<file path="src/icrd_pkg.sv">
// package: constants and types for the ISA clock, recovery and decode config block
// ====================================================================
// Functional notes
// - recovery enable bit gates programmed 16-bit delay
// - codes 01/10/11/00 add 1/2/3/4 SYSCLKs
// - SYSCLK is PCICLK divided by 4 or 3
// - reset control bit holds RSTDRV asserted
// - mouse bit routes shared pin to mouse
// - coprocessor error raises IRQ13, gates ignore output
// - upper BIOS positive decode unless memory select bit4
// - upper BIOS always gives BIOS code, transceiver
// - disabled device gets no code, no transceiver, except upper BIOS
// - extended BIOS range decoded only when enabled
// - lower BIOS enabled: BIOS code, positive PCI decode
// - lower BIOS disabled: ISA forwarded when decode bit3
// - IDE enable decodes selected primary or secondary range
// - one select bit picks floppy and IDE range
// - floppy decode table, media change forces 111
// - shared IDE/floppy ports go to IDE when enabled
// - keyboard controller four ports gated by enable
// - real-time clock ports and strobes gated by enable
// - at least five SYSCLKs between ISA I/O cycles
// - no programmed delay between assembly sub-cycles
`default_nettype none
package icrd_pkg;
  // ====================================================================
  // register map: index, byte address is four times the index
  localparam int APB_AW = 12;
  localparam logic [7:0] IDX_RECOV = 8'h4C;
  localparam logic [7:0] IDX_CLKDIV = 8'h4D;
  localparam logic [7:0] IDX_CSA = 8'h4E;
  localparam logic [7:0] RST_RECOV = 8'h56;
  localparam logic [7:0] RST_CLKDIV = 8'h40;
  localparam logic [7:0] RST_CSA = 8'h07;
  localparam logic [7:0] WMASK_7BIT = 8'h7F;
  // ====================================================================
  // field positions
  localparam int REC_EN = 2;
  localparam int ICD_UBIOS = 6;
  localparam int ICD_COP = 5;
  localparam int ICD_MOUSE = 4;
  localparam int ICD_RSTDRV = 3;
  localparam int CSA_EXT = 7;
  localparam int CSA_LBIOS = 6;
  localparam int CSA_SEC = 5;
  localparam int CSA_IDE = 4;
  localparam int CSA_FLP_HI = 3;
  localparam int CSA_FLP_LO = 2;
  localparam int CSA_KBC = 1;
  localparam int CSA_RTC = 0;
  // ====================================================================
  // clock divisor and recovery counts
  localparam logic [2:0] DIV_CODE_3 = 3'h1;
  localparam logic [2:0] DIV_CODE_4 = 3'h0;
  localparam logic [1:0] DIV3_LAST = 2'h2;
  localparam logic [1:0] DIV4_LAST = 2'h3;
  localparam logic [1:0] SYSCLK_HIGH = 2'h2;
  localparam logic [3:0] REC_MIN = 4'h5;
  localparam logic [3:0] REC_ADD_00 = 4'h4;
  // ====================================================================
  // encoded chip select codes
  localparam logic [2:0] CS_BIOS = 3'h0;
  localparam logic [2:0] CS_IDE0 = 3'h1;
  localparam logic [2:0] CS_IDE1 = 3'h2;
  localparam logic [2:0] CS_KBC = 3'h3;
  localparam logic [2:0] CS_FLOPPY = 3'h4;
  localparam logic [2:0] CS_RTC = 3'h5;
  localparam logic [2:0] CS_IDLE = 3'h6;
  localparam logic [2:0] CS_MEDIA = 3'h7;
  // ====================================================================
  // address windows
  localparam logic [15:0] SEG_UP = 16'h000F;
  localparam logic [15:0] SEG_UP_4G = 16'hFFFF;
  localparam logic [15:0] SEG_UP_4G1M = 16'hFFEF;
  localparam logic [15:0] SEG_LO = 16'h000E;
  localparam logic [15:0] SEG_LO_4G = 16'hFFFE;
  localparam logic [15:0] SEG_LO_4G1M = 16'hFFEE;
  localparam logic [31:0] EXT_LO = 32'hFFF80000;
  localparam logic [31:0] EXT_HI = 32'hFFFDFFFF;
  localparam logic [15:0] FLP_PRI = 16'h03F0;
  localparam logic [15:0] FLP_SEC = 16'h0370;
  localparam logic [15:0] IDE_PRI = 16'h01F0;
  localparam logic [15:0] IDE_SEC = 16'h0170;
  localparam logic [15:0] SHARED_OFS = 16'h0006;
  localparam logic [15:0] KBC_BASE = 16'h0060;
  localparam logic [15:0] RTC_BASE = 16'h0070;
  // synchroniser reset: {media_change, fpu_error, mouse_irq}
  localparam logic [2:0] SYNC_RST = 3'h4;
  // ====================================================================
  // types
  typedef struct packed {
    logic valid;
    logic is_io;
    logic from_pci;
    logic [31:0] addr;
  } icrd_req_s;
  typedef struct packed {
    logic valid;
    logic [2:0] cs;
    logic xcvr;
    logic floppy_n;
    logic rtc_ale_n;
    logic rtc_cs_n;
    logic positive;
    logic to_pci;
  } icrd_resp_s;
  localparam icrd_resp_s RESP_IDLE = '{1'b0, CS_IDLE, 1'b0, 1'b1, 1'b1, 1'b1, 1'b0, 1'b0};
  // total SYSCLKs of recovery after an I/O command
  function automatic logic [3:0] rec_total(input logic en, input logic [1:0] code, input logic sub);
    logic [3:0] add;
    add = (code == 2'h0) ? REC_ADD_00 : {2'h0, code};
    if (sub || !en) add = 4'h0;
    return REC_MIN + add;
  endfunction
  function automatic logic seg_any(input logic [15:0] s, input logic [15:0] a, input logic [15:0] b,
                                   input logic [15:0] c);
    return (s == a) || (s == b) || (s == c);
  endfunction
endpackage
`default_nettype wire

</file>
<file path="src/icrd_top.sv">
// module: ISA clock divisor, I/O recovery timer and utility-bus chip-select decode
//
// The APB interface to the registers was chosen for this implementation.
`timescale 1ns/1ns
`default_nettype none
module icrd_top (
  input wire logic clk_sys,
  input wire logic rst_n,
  input wire logic [icrd_pkg::APB_AW-1:0] paddr,
  input wire logic psel,
  input wire logic penable,
  input wire logic pwrite,
  input wire logic [31:0] pwdata,
  output logic [31:0] prdata,
  output logic pready,
  output logic pslverr,
  input wire icrd_pkg::icrd_req_s dec_req,
  output icrd_pkg::icrd_resp_s dec_resp,
  input wire logic io_cycle_done,
  input wire logic io_cycle_16bit,
  input wire logic io_cycle_sub,
  output logic io_recovery_busy,
  output logic sysclk_out,
  input wire logic isa_reset_req,
  output logic rstdrv_out,
  input wire logic mouse_irq_pin,
  output logic irq12_out,
  output logic mouse_irq_out,
  input wire logic fpu_error_in,
  input wire logic fpu_ignore_req,
  output logic irq13_out,
  output logic fpu_ignore_out,
  input wire logic media_change_in,
  input wire logic main_mem_select_ctrl_bit4,
  input wire logic isa_decode_ctrl_bit3
);
  import icrd_pkg::*;

  // ====================================================================
  // pin synchronisers
  logic [2:0] pin_s1_q;
  logic [2:0] pin_s2_q;
  logic mouse_s;
  logic fpu_s;
  logic media_s;

  always_ff @(posedge clk_sys or negedge rst_n) begin
    if (!rst_n) begin
      pin_s1_q <= SYNC_RST;
      pin_s2_q <= SYNC_RST;
    end else begin
      pin_s1_q <= {media_change_in, fpu_error_in, mouse_irq_pin};
      pin_s2_q <= pin_s1_q;
    end
  end
  assign mouse_s = pin_s2_q[0];
  assign fpu_s = pin_s2_q[1];
  assign media_s = pin_s2_q[2];

  // ====================================================================
  // APB slave: one setup cycle, then one access cycle with pready high
  logic [7:0] recov_q;
  logic [7:0] icd_q;
  logic [7:0] csa_q;
  logic [7:0] reg_idx;
  logic rd_hit;
  logic [7:0] rd_val;
  logic wr_go;

  assign reg_idx = paddr[9:2];

  always_comb begin
    rd_hit = (paddr[1:0] == 2'h0) && (paddr[11:10] == 2'h0);
    rd_val = 8'h00;
    if (reg_idx == IDX_RECOV) begin
      rd_val = recov_q;
    end else if (reg_idx == IDX_CLKDIV) begin
      rd_val = icd_q;
    end else if (reg_idx == IDX_CSA) begin
      rd_val = csa_q;
    end else begin
      rd_hit = 1'b0;
    end
  end

  // writes land only at the edge that completes the access phase
  assign wr_go = psel && penable && pready && pwrite && rd_hit;

  always_ff @(posedge clk_sys or negedge rst_n) begin
    if (!rst_n) begin
      pready <= 1'b0;
      pslverr <= 1'b0;
      prdata <= 32'h00000000;
    end else if (psel && !penable) begin
      pready <= 1'b1;
      pslverr <= !rd_hit;
      prdata <= {24'h000000, rd_val};
    end else begin
      pready <= 1'b0;
      pslverr <= 1'b0;
    end
  end

  always_ff @(posedge clk_sys or negedge rst_n) begin
    if (!rst_n) begin
      recov_q <= RST_RECOV;
      icd_q <= RST_CLKDIV;
      csa_q <= RST_CSA;
    end else if (wr_go) begin
      if (reg_idx == IDX_RECOV) recov_q <= pwdata[7:0] & WMASK_7BIT;
      if (reg_idx == IDX_CLKDIV) icd_q <= pwdata[7:0] & WMASK_7BIT;
      if (reg_idx == IDX_CSA) csa_q <= pwdata[7:0];
    end
  end

  // ====================================================================
  // SYSCLK divider; reserved codes fall back to divide by four
  logic [1:0] div_q;
  logic [1:0] div_last;
  logic [1:0] div_d;
  logic sys_tick;

  assign div_last = (icd_q[2:0] == DIV_CODE_3) ? DIV3_LAST : DIV4_LAST;
  assign sys_tick = (div_q >= div_last);
  assign div_d = sys_tick ? 2'h0 : div_q + 2'h1;

  always_ff @(posedge clk_sys or negedge rst_n) begin
    if (!rst_n) begin
      // start at the end of a low phase so the first high phase is full length
      div_q <= DIV4_LAST;
      sysclk_out <= 1'b0;
    end else begin
      div_q <= div_d;
      sysclk_out <= (div_d < SYSCLK_HIGH);
    end
  end

  // ====================================================================
  // I/O recovery: counts SYSCLK ticks after the command ends, so the first period counted can be partial
  logic [3:0] rec_total_q;
  logic [3:0] rec_cnt_q;

  always_ff @(posedge clk_sys or negedge rst_n) begin
    if (!rst_n) begin
      rec_total_q <= REC_MIN;
      rec_cnt_q <= 4'h0;
      io_recovery_busy <= 1'b0;
    end else if (io_cycle_done) begin
      // 8-bit cycles only get the floor here; their own delay lives elsewhere
      rec_total_q <= rec_total(recov_q[REC_EN] && io_cycle_16bit, recov_q[1:0], io_cycle_sub);
      rec_cnt_q <= 4'h0;
      io_recovery_busy <= 1'b1;
    end else if (io_recovery_busy && sys_tick) begin
      rec_cnt_q <= rec_cnt_q + 4'h1;
      if (rec_cnt_q + 4'h1 >= rec_total_q) io_recovery_busy <= 1'b0;
    end
  end

  // ====================================================================
  // reset drive, mouse and coprocessor routing
  always_ff @(posedge clk_sys or negedge rst_n) begin
    if (!rst_n) begin
      rstdrv_out <= 1'b0;
      irq12_out <= 1'b0;
      mouse_irq_out <= 1'b0;
      irq13_out <= 1'b0;
      fpu_ignore_out <= 1'b0;
    end else begin
      rstdrv_out <= icd_q[ICD_RSTDRV] || isa_reset_req;
      irq12_out <= !icd_q[ICD_MOUSE] && mouse_s;
      mouse_irq_out <= icd_q[ICD_MOUSE] && mouse_s;
      irq13_out <= fpu_s;
      fpu_ignore_out <= icd_q[ICD_COP] && fpu_s && fpu_ignore_req;
    end
  end

  // ====================================================================
  // address decode, answered one cycle after the request
  logic [15:0] seg;
  logic [15:0] io;
  logic [15:0] fbase;
  logic [15:0] ibase;
  logic up_hit;
  logic lo_hit;
  logic ext_hit;
  logic shared_hit;
  icrd_resp_s resp_d;

  assign seg = dec_req.addr[31:16];
  assign io = dec_req.addr[15:0];
  assign fbase = csa_q[CSA_SEC] ? FLP_SEC : FLP_PRI;
  assign ibase = csa_q[CSA_SEC] ? IDE_SEC : IDE_PRI;
  assign up_hit = seg_any(seg, SEG_UP, SEG_UP_4G, SEG_UP_4G1M);
  assign lo_hit = seg_any(seg, SEG_LO, SEG_LO_4G, SEG_LO_4G1M);
  assign ext_hit = (dec_req.addr >= EXT_LO) && (dec_req.addr <= EXT_HI);
  assign shared_hit = (io[15:1] == fbase[15:1] + SHARED_OFS[15:1]);

  always_comb begin
    resp_d = RESP_IDLE;
    if (dec_req.valid && !dec_req.is_io) begin
      if (up_hit) begin
        resp_d.cs = CS_BIOS;
        resp_d.xcvr = 1'b1;
        resp_d.positive = dec_req.from_pci && icd_q[ICD_UBIOS] && !main_mem_select_ctrl_bit4;
      end else if (lo_hit) begin
        if (csa_q[CSA_LBIOS]) begin
          resp_d.cs = CS_BIOS;
          resp_d.xcvr = 1'b1;
          resp_d.positive = dec_req.from_pci && !main_mem_select_ctrl_bit4;
        end else begin
          resp_d.to_pci = !dec_req.from_pci && isa_decode_ctrl_bit3;
        end
      end else if (ext_hit && dec_req.from_pci && csa_q[CSA_EXT]) begin
        resp_d.cs = CS_BIOS;
        resp_d.xcvr = 1'b1;
        resp_d.positive = 1'b1;
      end
    end else if (dec_req.valid) begin
      if (!media_s) begin
        resp_d.cs = CS_MEDIA;
      end else if (csa_q[CSA_IDE] && (shared_hit || io[15:3] == ibase[15:3])) begin
        resp_d.cs = shared_hit ? CS_IDE1 : CS_IDE0;
        resp_d.xcvr = 1'b1;
      end else if ((csa_q[CSA_FLP_HI] && io[15:1] == fbase[15:1]) ||
                   (csa_q[CSA_FLP_LO] && io[15:3] == fbase[15:3] && io[2:1] != 2'h0)) begin
        resp_d.cs = CS_FLOPPY;
        resp_d.floppy_n = 1'b0;
        resp_d.xcvr = 1'b1;
      end else if (csa_q[CSA_KBC] && io[15:3] == KBC_BASE[15:3] && !io[0]) begin
        resp_d.cs = CS_KBC;
        resp_d.xcvr = 1'b1;
      end else if (csa_q[CSA_RTC] && io[15:3] == RTC_BASE[15:3]) begin
        resp_d.cs = CS_RTC;
        resp_d.xcvr = 1'b1;
        resp_d.rtc_ale_n = io[0];
        resp_d.rtc_cs_n = !io[0];
      end
    end
    resp_d.valid = dec_req.valid;
  end

  always_ff @(posedge clk_sys or negedge rst_n) begin
    if (!rst_n) begin
      dec_resp <= RESP_IDLE;
    end else begin
      dec_resp <= resp_d;
    end
  end
endmodule // icrd_top
`default_nettype wire

</file>
<file path="config.mk">
export PLATFORM = sky130hd
export DESIGN_NAME = icrd_top
export DESIGN_NICKNAME = d
export VERILOG_FILES = /design/src/icrd_pkg.sv /design/src/icrd_top.sv
export SDC_FILE = /design/constraint.sdc
export NUM_CORES = 1
export LEC_CHECK = 0
export BUFFER_PORTS_ARGS = -buffer_cell sky130_fd_sc_hd__buf_2
export CAP_MARGIN = 40
export CORE_MARGIN = 5
export CORE_UTILIZATION = 45
export CTS_BUF_LIST = sky130_fd_sc_hd__clkbuf_4 sky130_fd_sc_hd__clkbuf_8
export DETAILED_ROUTE_END_ITERATION = 7
export PLACE_DENSITY = 0.84
export SYNTH_ARGS = -nofsm -noshare
export SYNTH_HDL_FRONTEND = slang
export SYNTH_SLANG_ARGS = --single-unit
</file>
<file path="constraint.sdc">
create_clock -name clk_sys -period 5.1 [get_ports clk_sys]
set_input_delay 0.255 -clock clk_sys [delete_from_list [all_inputs] [get_ports clk_sys]]
set_output_delay 0.255 -clock clk_sys [all_outputs]
set_load 0.02 [all_outputs]
</file>
==> results of run 1 <==
repair_timing:
| action | in CTS | in global routing |
|---|---|---|
| hold buffers | 2 | 1 |
| hold endpoints to repair | 2 | 1 |
| buffers inserted | 0 | 0 |
| setup endpoints to repair | 0 | 0 |
| resized for setup | 0 | 0 |
where the power goes:
group	internal (W)	total [W]	leakage, nW	switching [W]
combinational	0.0000404	0.000116	0.966	0.0000756
clock	0.000198	0.000399	0.0937	0.000201
sequential	0.000530	0.000536	0.795	0.00000583
layout make-up:
| class | count | area, sq um |
|---|---|---|
| Sequential cell | 65 | 1650 |
| Fill cell | 614 | 2940 |
| Multi-Input combinational cell | 213 | 1420 |
| Clock buffer | 11 | 145 |
| Timing Repair Buffer | 101 | 523 |
| Antenna cell | 1 | 2.50 |
| Clock inverter | 5 | 38.8 |
| Tap cell | 96 | 120 |
| Inverter | 8 | 30.0 |
stage by stage:
step / utilization / total power, W / instances
floorplan: - / 0.000611 / 314
global placement: 0.540 / 0.000655 / 479
detailed placement: 0.540 / 0.000660 / 480
CTS: 0.570 / 0.00106 / 498
global route: 0.572 / 0.00111 / 499
finish: 0.572 / 0.00105 / 500
metal layers:
layer | wire length, microns | share of wire
met1 | 2810 | 0.38
met3 | 732 | 0.098
met2 | 3790 | 0.51
met5 | 0 | 0
met4 | 140 | 0.019
cells in the mapped netlist, types with 2 or more instances:
cell and count:
and2_1 4, a221oi_1 7, nor2b_1 4, xor2_1 3, clkbuf_1 2, o21a_1 3
buf_4 26, nand4_1 7, or3_1 4, inv_1 7, and2b_2 2, xnor2_1 4
dfstp_2 19, a211oi_1 3, nand4b_1 2, nand2b_1 5, and3_1 3, nor2_1 19
o21bai_1 2, nand2_1 24, o21ai_0 9, ha_1 7, mux2_2 22, dfrtp_1 46
nor3_1 5, a21oi_1 16, nor4_1 5, nand3_1 7, mux2i_1 3
worst register-to-register path, cell delays in order, from the launching register on:
cell      delay (ns)
dfrtp_1         0.34
nand4_1         0.10
a2111o_1        0.36
nor4_4          0.49
mux2_2          0.41
state kept, by name, indices dropped and copies added (netlist names), 2 cells and up:
name         cells
csa_q            8
dec_resp        10
div_q            2
icd_q            7
pin_s1_q         3
pin_s2_q         3
prdata           8
rec_cnt_q        4
rec_total_q      4
recov_q          7
worst max path at each step:
stage,from,slack [ns],cells past startpoint,to
detailed placement,paddr[7],2.64,6,recov_q[0]$_DFFE_PN0P_
global route,paddr[7],2.88,6,recov_q[0]$_DFFE_PN0P_
finish,paddr[7],3.00,6,recov_q[0]$_DFFE_PN0P_
global placement,paddr[7],2.68,6,recov_q[0]$_DFFE_PN0P_
floorplan,paddr[1],3.10,4,icd_q[0]$_DFFE_PN0P_
CTS,paddr[7],3.03,6,recov_q[0]$_DFFE_PN0P_
placed cells by master (no fill, tap or decap), types with 4 or more instances in the layout:
cell type  count
nor3_1         5
ha_1           7
nor4_1         5
nand3_1        7
xnor2_1        4
mux2_2        22
dfstp_2       19
o21ai_0        9
conb_1        24
dfrtp_1       46
clkbuf_8      10
or3_1          4
nor2_1        19
a221oi_1       7
nand2_1       24
nand4_1        7
buf_2         97
a21oi_1       16
nor2b_1        4
and2_1         4
inv_1          7
nand2b_1       5
kinds of logic after synthesis:
| logic type | after synthesis | synth area share |
|---|---|---|
| AO/OA/AOI/OAI | 46 | 0.0922 |
| XOR/XNOR | 7 | 0.0191 |
| adder cells (fa/ha/maj) | 7 | 0.0272 |
| buffers and inverters | 36 | 0.0724 |
| flip-flops | 65 | 0.513 |
| multiplexers | 25 | 0.0864 |
| other | 1 | 0.00117 |
| AND/OR/NAND/NOR | 104 | 0.188 |
==> run metrics, run 1 <==
status complete, no violations; Syn. warnings 0; Longest Clk Path Bufs 2; FF-to-FF Start pready$_DFF_PN0_; pre-CTS WS 2.64 ns; Req. time, crit path 5.33 ns; Avg Vias per Cell 5.18; RSZ-0062 raised after global routing false; Relative slew margins 0.402; Worst Setup Slack, final 3.00 ns; I/O Buffers 96; family with the most delay on the worst path simple AND/OR/NAND/NOR gates; layout cells sized above 1 0.409; gr ovfl total 0; Layout Nets 499; arrival time worst endpoint 2.32 ns; CORE AREA 6870 sq um; Syn Area/Cell 11.1 sq um; startpoint types primary input; Hold Path End dec_resp[9]$_DFF_PN0_; clock sink count 65; die height 94.5 microns; IO Pins 145; Post-Syn Area 3220 sq um; 1st-pass router iterations 4; Min Hold Slack 0.0610 ns; reg2reg path depth 4; Crit Path Class primary input to register; GRT met3 Usage 0.0741; worst skew pair latency 0.34 ns; CTS Buf Count 9; final instance area 3930 sq um; Rows 30; # DRC 0; Cell Chain, Critical Path buf_2 -> nor4b_4 -> nand3_2 -> nor3_1 -> and2b_2 -> mux2_2; area share of the largest cell type after synthesis 0.358; CTS tree yes; Critical Path Max Stage Delay 0.73 ns; flop2flop setup slack 3.30 ns; register area share after synthesis 0.513; CP max stage cell nor3_1; drt wl/cell 14.9 microns; WP buf/inv 1; GP Congestion 0.881; Slew Limit Fails 0; Hold Fails Final Rpt 0; starting density of the core 0.468; CTS root buffer clkbuf_8; drt initial violations 69; Final Skew 0.00774 ns; area leader, netlist dfrtp_1; Post-DP HPWL 5790 microns; H-tree levels 3; Post-DP Area 3710 sq um; area added between synthesis and finish 22.2%; maxcap violations 0; Setup crit end kind register; Critical R2R Capture icd_q[2]$_DFFE_PN0P_; total track usage 0.170; Max FO, Critical Path 8; number of global-route vias before repair 2662; grt met1 use 0.182; Final setup viols 0; worst vdd ir 0.000131 V; hold_sp dec_req[34]; min cycle time layout 2.10 ns; most common flop cell mapped by yosys dfrtp_1; number of synthesized flops with an enable pin 0; final worst path period share 0.411; first-pass GRT wire length 11800 microns; worst hold stages 1; M2 GR Usage 0.296; Max Clock Freq 477 MHz; Post-Route WL 7470 microns; pwr/cell area 268 nW/um^2; Post-synth ARST share 1.00; Lkg Pwr 1.85 nW; Setup TNS 0 ns; measured slew at the worst slew-check pin 0.890 ns; largest net degree at the start of global routing 66; Distinct cells, synth 50; initial antenna violation count 0; synthesis-stage register bit count 65; Hold WC Path Type primary input to register; Die ar. 8940 sq um; Cells after Synth 291; Most Crowded Layer GR met2; Final ANT Viol Nets 0; chip width 94.5 microns; vias 2589; clk slew on worst S/H paths 0.08 ns; top cells by area, synth dfrtp_1, dfstp_2, mux2_2
Note: power is estimated with default switching activity, not from simulation.
==> run 2, diff against run 1 <==
--- a/config.mk
+++ b/config.mk
@@ -8,10 +8,10 @@
 export BUFFER_PORTS_ARGS = -buffer_cell sky130_fd_sc_hd__buf_2
 export CAP_MARGIN = 40
 export CORE_MARGIN = 5
-export CORE_UTILIZATION = 45
+export CORE_UTILIZATION = 44
 export CTS_BUF_LIST = sky130_fd_sc_hd__clkbuf_4 sky130_fd_sc_hd__clkbuf_8
 export DETAILED_ROUTE_END_ITERATION = 7
-export PLACE_DENSITY = 0.84
+export PLACE_DENSITY = 0.86
 export SYNTH_ARGS = -nofsm -noshare
 export SYNTH_HDL_FRONTEND = slang
 export SYNTH_SLANG_ARGS = --single-unit
==> constraint.sdc (replaced) <==
create_clock -name clk_sys -period 1.85 [get_ports clk_sys]
set_input_delay 0.0925 -clock clk_sys [delete_from_list [all_inputs] [get_ports clk_sys]]
set_output_delay 0.0925 -clock clk_sys [all_outputs]
set_load 0.02 [all_outputs]
==> run metrics, run 2 (same netlist as run 1, synthesis figures left out) <==
status complete, no violations; Rows 31; Post-Route WL 7750 microns; final std cells w/o fill 522; Clock power frac 0.409; Worst Setup Slack, final 0.122 ns; CP Launch Point rec_cnt_q[0]$_DFFE_PN0P_; CTS Buf Count 9; Final Skew 0.0176 ns; Avg Vias per Cell 5.11; Cell Chain, Critical Path ha_1 -> xor2_1 -> ha_1 -> nor2b_1 -> o21ai_0 -> a221o_1; total track usage 0.179; Final setup viols 0; I/O Buffers 96; placed cells 490; Net Sw Power 0.000818 W; CTS root buffer clkbuf_8; final worst path period share 0.934; CP max stage cell dfrtp_1; vias 2668; GP Congestion 0.859; # DRC 0; max FFs per register 10; Layout Nets 518; worst skew pair latency 0.34 ns; arrival time worst endpoint 1.95 ns; Min Hold Slack 0.0224 ns; initial antenna violation count 0; total power 0.00309 W; final instance area 4160 sq um; Hold WC Path Type primary input to register; first-pass GRT wire length 12400 microns; H-tree levels 3; Setup crit end kind register; drt wl/cell 14.8 microns; most used cell, CP ha_1; Sw Ratio 0.265; gr ovfl total 0; min cycle time layout 1.73 ns; die height 95.5 microns; most frequent cells in the layout buf_2, dfrtp_1, nand2_1, conb_1, mux2_2; Req. time, crit path 2.08 ns; Crit Path Class register to register; Max FO, Critical Path 4; Slew Limit Fails 0; hold_sp dec_req[32]; Sequential Power Share 0.480; grt met1 use 0.207; Post-DP HPWL 5780 microns; CORE AREA 7180 sq um; Internal Pwr Total 0.00227 W; clk slew on worst S/H paths 0.08 ns; maxcap violations 0; starting density of the core 0.448; layout cells sized above 1 0.417; Comb pwr share 0.112; FF-to-FF Start rec_cnt_q[0]$_DFFE_PN0P_; Most Crowded Layer GR met2; Die ar. 9120 sq um; IO Pins 145; startpoint types register; pre-CTS WS -0.155 ns; area added between synthesis and finish 29.2%; number of global-route vias before repair 2687; largest net degree at the start of global routing 66; pwr/cell area 742 nW/um^2; clock sink count 65; drt initial violations 109; Largest Register dec_resp; Max Clock Freq 579 MHz; Final ANT Viol Nets 0; Post-DP Area 3780 sq um; most common cell after layout, fill and taps aside buf_2; worst vdd ir 0.000357 V; CTS tree yes; Hold Fails Final Rpt 0; Longest Clk Path Bufs 2; Lkg Pwr 1.96 nW; 1st-pass router iterations 4; GRT met3 Usage 0.0481; largest registers dec_resp (10), csa_q (8), prdata (8); chip width 95.5 microns; Critical Path Max Stage Delay 0.43 ns; M2 GR Usage 0.305
==> run 2: cell types whose count changed in the layout (fill, tap and decap cells not counted), sizes merged <==
cell and change:
clkinv -1, inv +1, buf +8, dlygate4sd3 +11
bufinv +1, clkbuf -1
==> run 2: worst paths after layout <==
path                       slack, ns                      endpoint  cells past startpoint
max reg2reg                     0.12  io_recovery_busy$_DFFE_PN0P_                      6
max in group asynchronous       1.20    rec_total_q[0]$_DFFE_PN1P_                      3
min in group asynchronous       0.29           irq13_out$_DFF_PN0_                      3
min reg2reg                     0.35         pin_s2_q[0]$_DFF_PN0_                      0
max                             0.12  io_recovery_busy$_DFFE_PN0P_                      6
min                             0.02         dec_resp[0]$_DFF_PN0_                      3
==> run 2: power groups by stage <==
stage	registers (W)	logic, W	clock network [W]
3_5_place_dp	0.00151	0.000318	0
3_3_place_gp	0.00150	0.000311	0
4_1_cts	0.00148	0.000342	0.00129
2_1_floorplan	0.00154	0.000146	0
5_1_grt	0.00149	0.000380	0.00136
6_report	0.00148	0.000344	0.00126
==> run 2: worst max-delay path, delay by kind of cell, from the launching register on <==
kind                     cells  cell delay (ns)
AO/OA/AOI/OAI                2             0.38
XOR/XNOR                     1             0.16
adder cells (fa/ha/maj)      2             0.52
flip-flops                   1             0.43
AND/OR/NAND/NOR              1             0.13
==> run 2: area by class of cell <==
type	instances	area [sq um]
fillers	622	3020
flip-flops and latches	65	1650
multi-input cells	213	1430
repair buffers	120	708
clock buffers	10	138
well taps	99	124
clock inverters	6	72.6
inverters	8	30.0
diodes	1	2.50
==> run 2: metal layers <==
metal / vias to the layer above / routed length, microns / share of wire
met2: 104 / 4020 / 0.52
li1: 1257 / - / -
met4: 0 / 236 / 0.030
met3: 20 / 475 / 0.061
met1: 1287 / 3020 / 0.39
met5: - / 0 / 0
==> run 2: metrics by stage <==
step / utilization / setup TNS (ns)
after floorplan: - / 0
after global placement: 0.527 / -1.57
after detailed placement: 0.527 / -2.45
after CTS: 0.576 / 0
after global routing: 0.579 / -0.00132
final: 0.579 / 0
==> run 2: repair_timing <==
item / CTS / global route
hold buffers: 14 / 0
setup buffers: 0 / 1
hold endpoints to repair: 61 / 0
gates resized for setup: 0 / 3
setup endpoints to repair: 0 / 1
==> run 3, diff against run 2 <==
--- a/config.mk
+++ b/config.mk
@@ -8,10 +8,10 @@
 export BUFFER_PORTS_ARGS = -buffer_cell sky130_fd_sc_hd__buf_2
 export CAP_MARGIN = 40
 export CORE_MARGIN = 5
-export CORE_UTILIZATION = 44
+export CORE_UTILIZATION = 48
 export CTS_BUF_LIST = sky130_fd_sc_hd__clkbuf_4 sky130_fd_sc_hd__clkbuf_8
 export DETAILED_ROUTE_END_ITERATION = 7
-export PLACE_DENSITY = 0.86
+export PLACE_DENSITY = 0.88
 export SYNTH_ARGS = -nofsm -noshare
 export SYNTH_HDL_FRONTEND = slang
 export SYNTH_SLANG_ARGS = --single-unit
==> constraint.sdc (replaced) <==
create_clock -name clk_sys -period 2.2 [get_ports clk_sys]
set_input_delay 0.11 -clock clk_sys [delete_from_list [all_inputs] [get_ports clk_sys]]
set_output_delay 0.11 -clock clk_sys [all_outputs]
set_load 0.02 [all_outputs]
==> run metrics, run 3 (same netlist as run 1, synthesis figures left out) <==
worst vdd ir 0.000409 V; first-pass GRT wire length 13100 microns; Avg Vias per Cell 5.30; arrival time worst endpoint 2.08 ns; starting density of the core 0.501; Most Crowded Layer GR met2; startpoint types register; most frequent cells in the layout buf_2, dfrtp_1, nand2_1, conb_1, mux2_2; GP Congestion 0.809; area added between synthesis and finish 25.4%; RSZ-0062 raised after global routing false; Post-DP HPWL 5970 microns; drt initial violations 97; Critical Path Max Stage Delay 0.53 ns; Hold WC Path Type primary input to register; min cycle time layout 1.81 ns; WP depth 6; final instance area 4030 sq um; CTS tree yes; Sequential Power Share 0.490; Relative slew margins 0.598; CP max stage cell dfstp_2; CTS root buffer clkbuf_8; Post-Route WL 7820 microns; WP buf/inv 1; chip width 91.9 microns; final std cells w/o fill 491; final worst path period share 0.824; Slew Limit Fails 0; Comb pwr share 0.111; Clock power frac 0.398; Longest Clk Path Bufs 2; Die ar. 8440 sq um; clk slew on worst S/H paths 0.08 ns; clock sink count 65; GRT met3 Usage 0.0573; Min Hold Slack 0.0145 ns; die height 91.9 microns; total track usage 0.195; Crit Path Class register to register; most common cell after layout, fill and taps aside buf_2; Internal Pwr Total 0.00187 W; Setup TNS 0 ns; 1st-pass router iterations 4; measured slew at the worst slew-check pin 0.603 ns; Max FO, Critical Path 5; M2 GR Usage 0.343; Rows 29; Post-DP Area 3730 sq um; worst skew pair latency 0.34 ns; grt met1 use 0.221; largest registers dec_resp (10), csa_q (8), prdata (8); H-tree levels 3; max FFs per register 10; filler cell count 542; CTS Buf Count 9; # DRC 0; maxcap violations 0; reg2reg path depth 6; Final ANT Viol Nets 0; Hold Fails Final Rpt 0; antenna cells 0; drt wl/cell 15.9 microns; Req. time, crit path 2.46 ns; pwr/cell area 630 nW/um^2; initial antenna violation count 0; Sw Ratio 0.262; worst hold stages 2; Setup crit end kind register; Final setup viols 0; IO Pins 145; post-layout util 0.628; Largest Register dec_resp; CORE AREA 6420 sq um; post-CTS sizing 0; Cell Chain, Critical Path inv_1 -> ha_1 -> nand2b_1 -> nand3_1 -> or3_1 -> a21oi_1; gr ovfl total 0; vias 2600; placed cells 465; Max Clock Freq 551 MHz; Layout Nets 510; layout cells sized above 1 0.408; family with the most delay on the worst path simple AND/OR/NAND/NOR gates; number of global-route vias before repair 2795; Lkg Pwr 1.92 nW; Final Skew 0.0125 ns; I/O Buffers 96; largest net degree at the start of global routing 41; Net Sw Power 0.000665 W; status complete, no violations
==> run 3: per-layer routing <==
| metal | vias to the layer above | share of wire |
|---|---|---|
| li1 | 1233 | - |
| met1 | 1255 | 0.39 |
| met2 | 100 | 0.53 |
| met3 | 12 | 0.070 |
| met4 | 0 | 0.016 |
| met5 | - | 0 |
==> run 3: cell type report <==
class                           instances  area (sq um)  area share
Multi-Input combinational cell        213          1420       0.352
Sequential cell                        65          1650       0.409
Timing Repair Buffer                  112           638       0.158
Tap cell                               77          96.3      0.0239
Inverter                                8          30.0     0.00745
Clock inverter                          6          66.3      0.0164
Clock buffer                           10           131      0.0326
==> run 3: power groups by stage <==
stage	clock network, W	registers (W)	logic [W]
floorplan	0	0.00129	0.000123
global placement	0	0.00126	0.000259
detailed placement	0	0.00127	0.000268
CTS	0.00104	0.00124	0.000284
global route	0.00111	0.00125	0.000311
finish	0.00101	0.00125	0.000283
==> run 3: worst reg2reg max path, cell delays in order, from the launching register on <==
cell and delay, ns:
dfstp_2 0.53, inv_1 0.06, ha_1 0.27, nand2b_1 0.19, nand3_1 0.20, or3_1 0.35
a21oi_1 0.14
==> run 3: through the flow <==
step / setup slack [ns] / power [W]
after floorplan: 0.341 / 0.00142
after global placement: 0.167 / 0.00152
after detailed placement: 0.0655 / 0.00154
after CTS: 0.402 / 0.00257
after global routing: 0.286 / 0.00267
final: 0.386 / 0.00254
==> run 3: what timing repair did <==
action / in CTS / in global routing
endpoints found under the hold margin: 29 / 0
buffers inserted: 0 / 0
hold buffers: 10 / 0
==> run 3: path summary, 6_finish.rpt <==
kind	startpoint	endpoint	slack (ns)
max	div_q[0]$_DFF_PN1_	rec_cnt_q[3]$_DFFE_PN0P_	0.39
min reg2reg	pin_s1_q[1]$_DFF_PN0_	pin_s2_q[1]$_DFF_PN0_	0.36
max reg2reg	div_q[0]$_DFF_PN1_	rec_cnt_q[3]$_DFFE_PN0P_	0.39
min in group asynchronous	rst_n	sysclk_out$_DFF_PN0_	0.30
max in group asynchronous	rst_n	dec_resp[7]$_DFF_PN1_	1.20
min	fpu_ignore_req	fpu_ignore_out$_DFF_PN0_	0.01
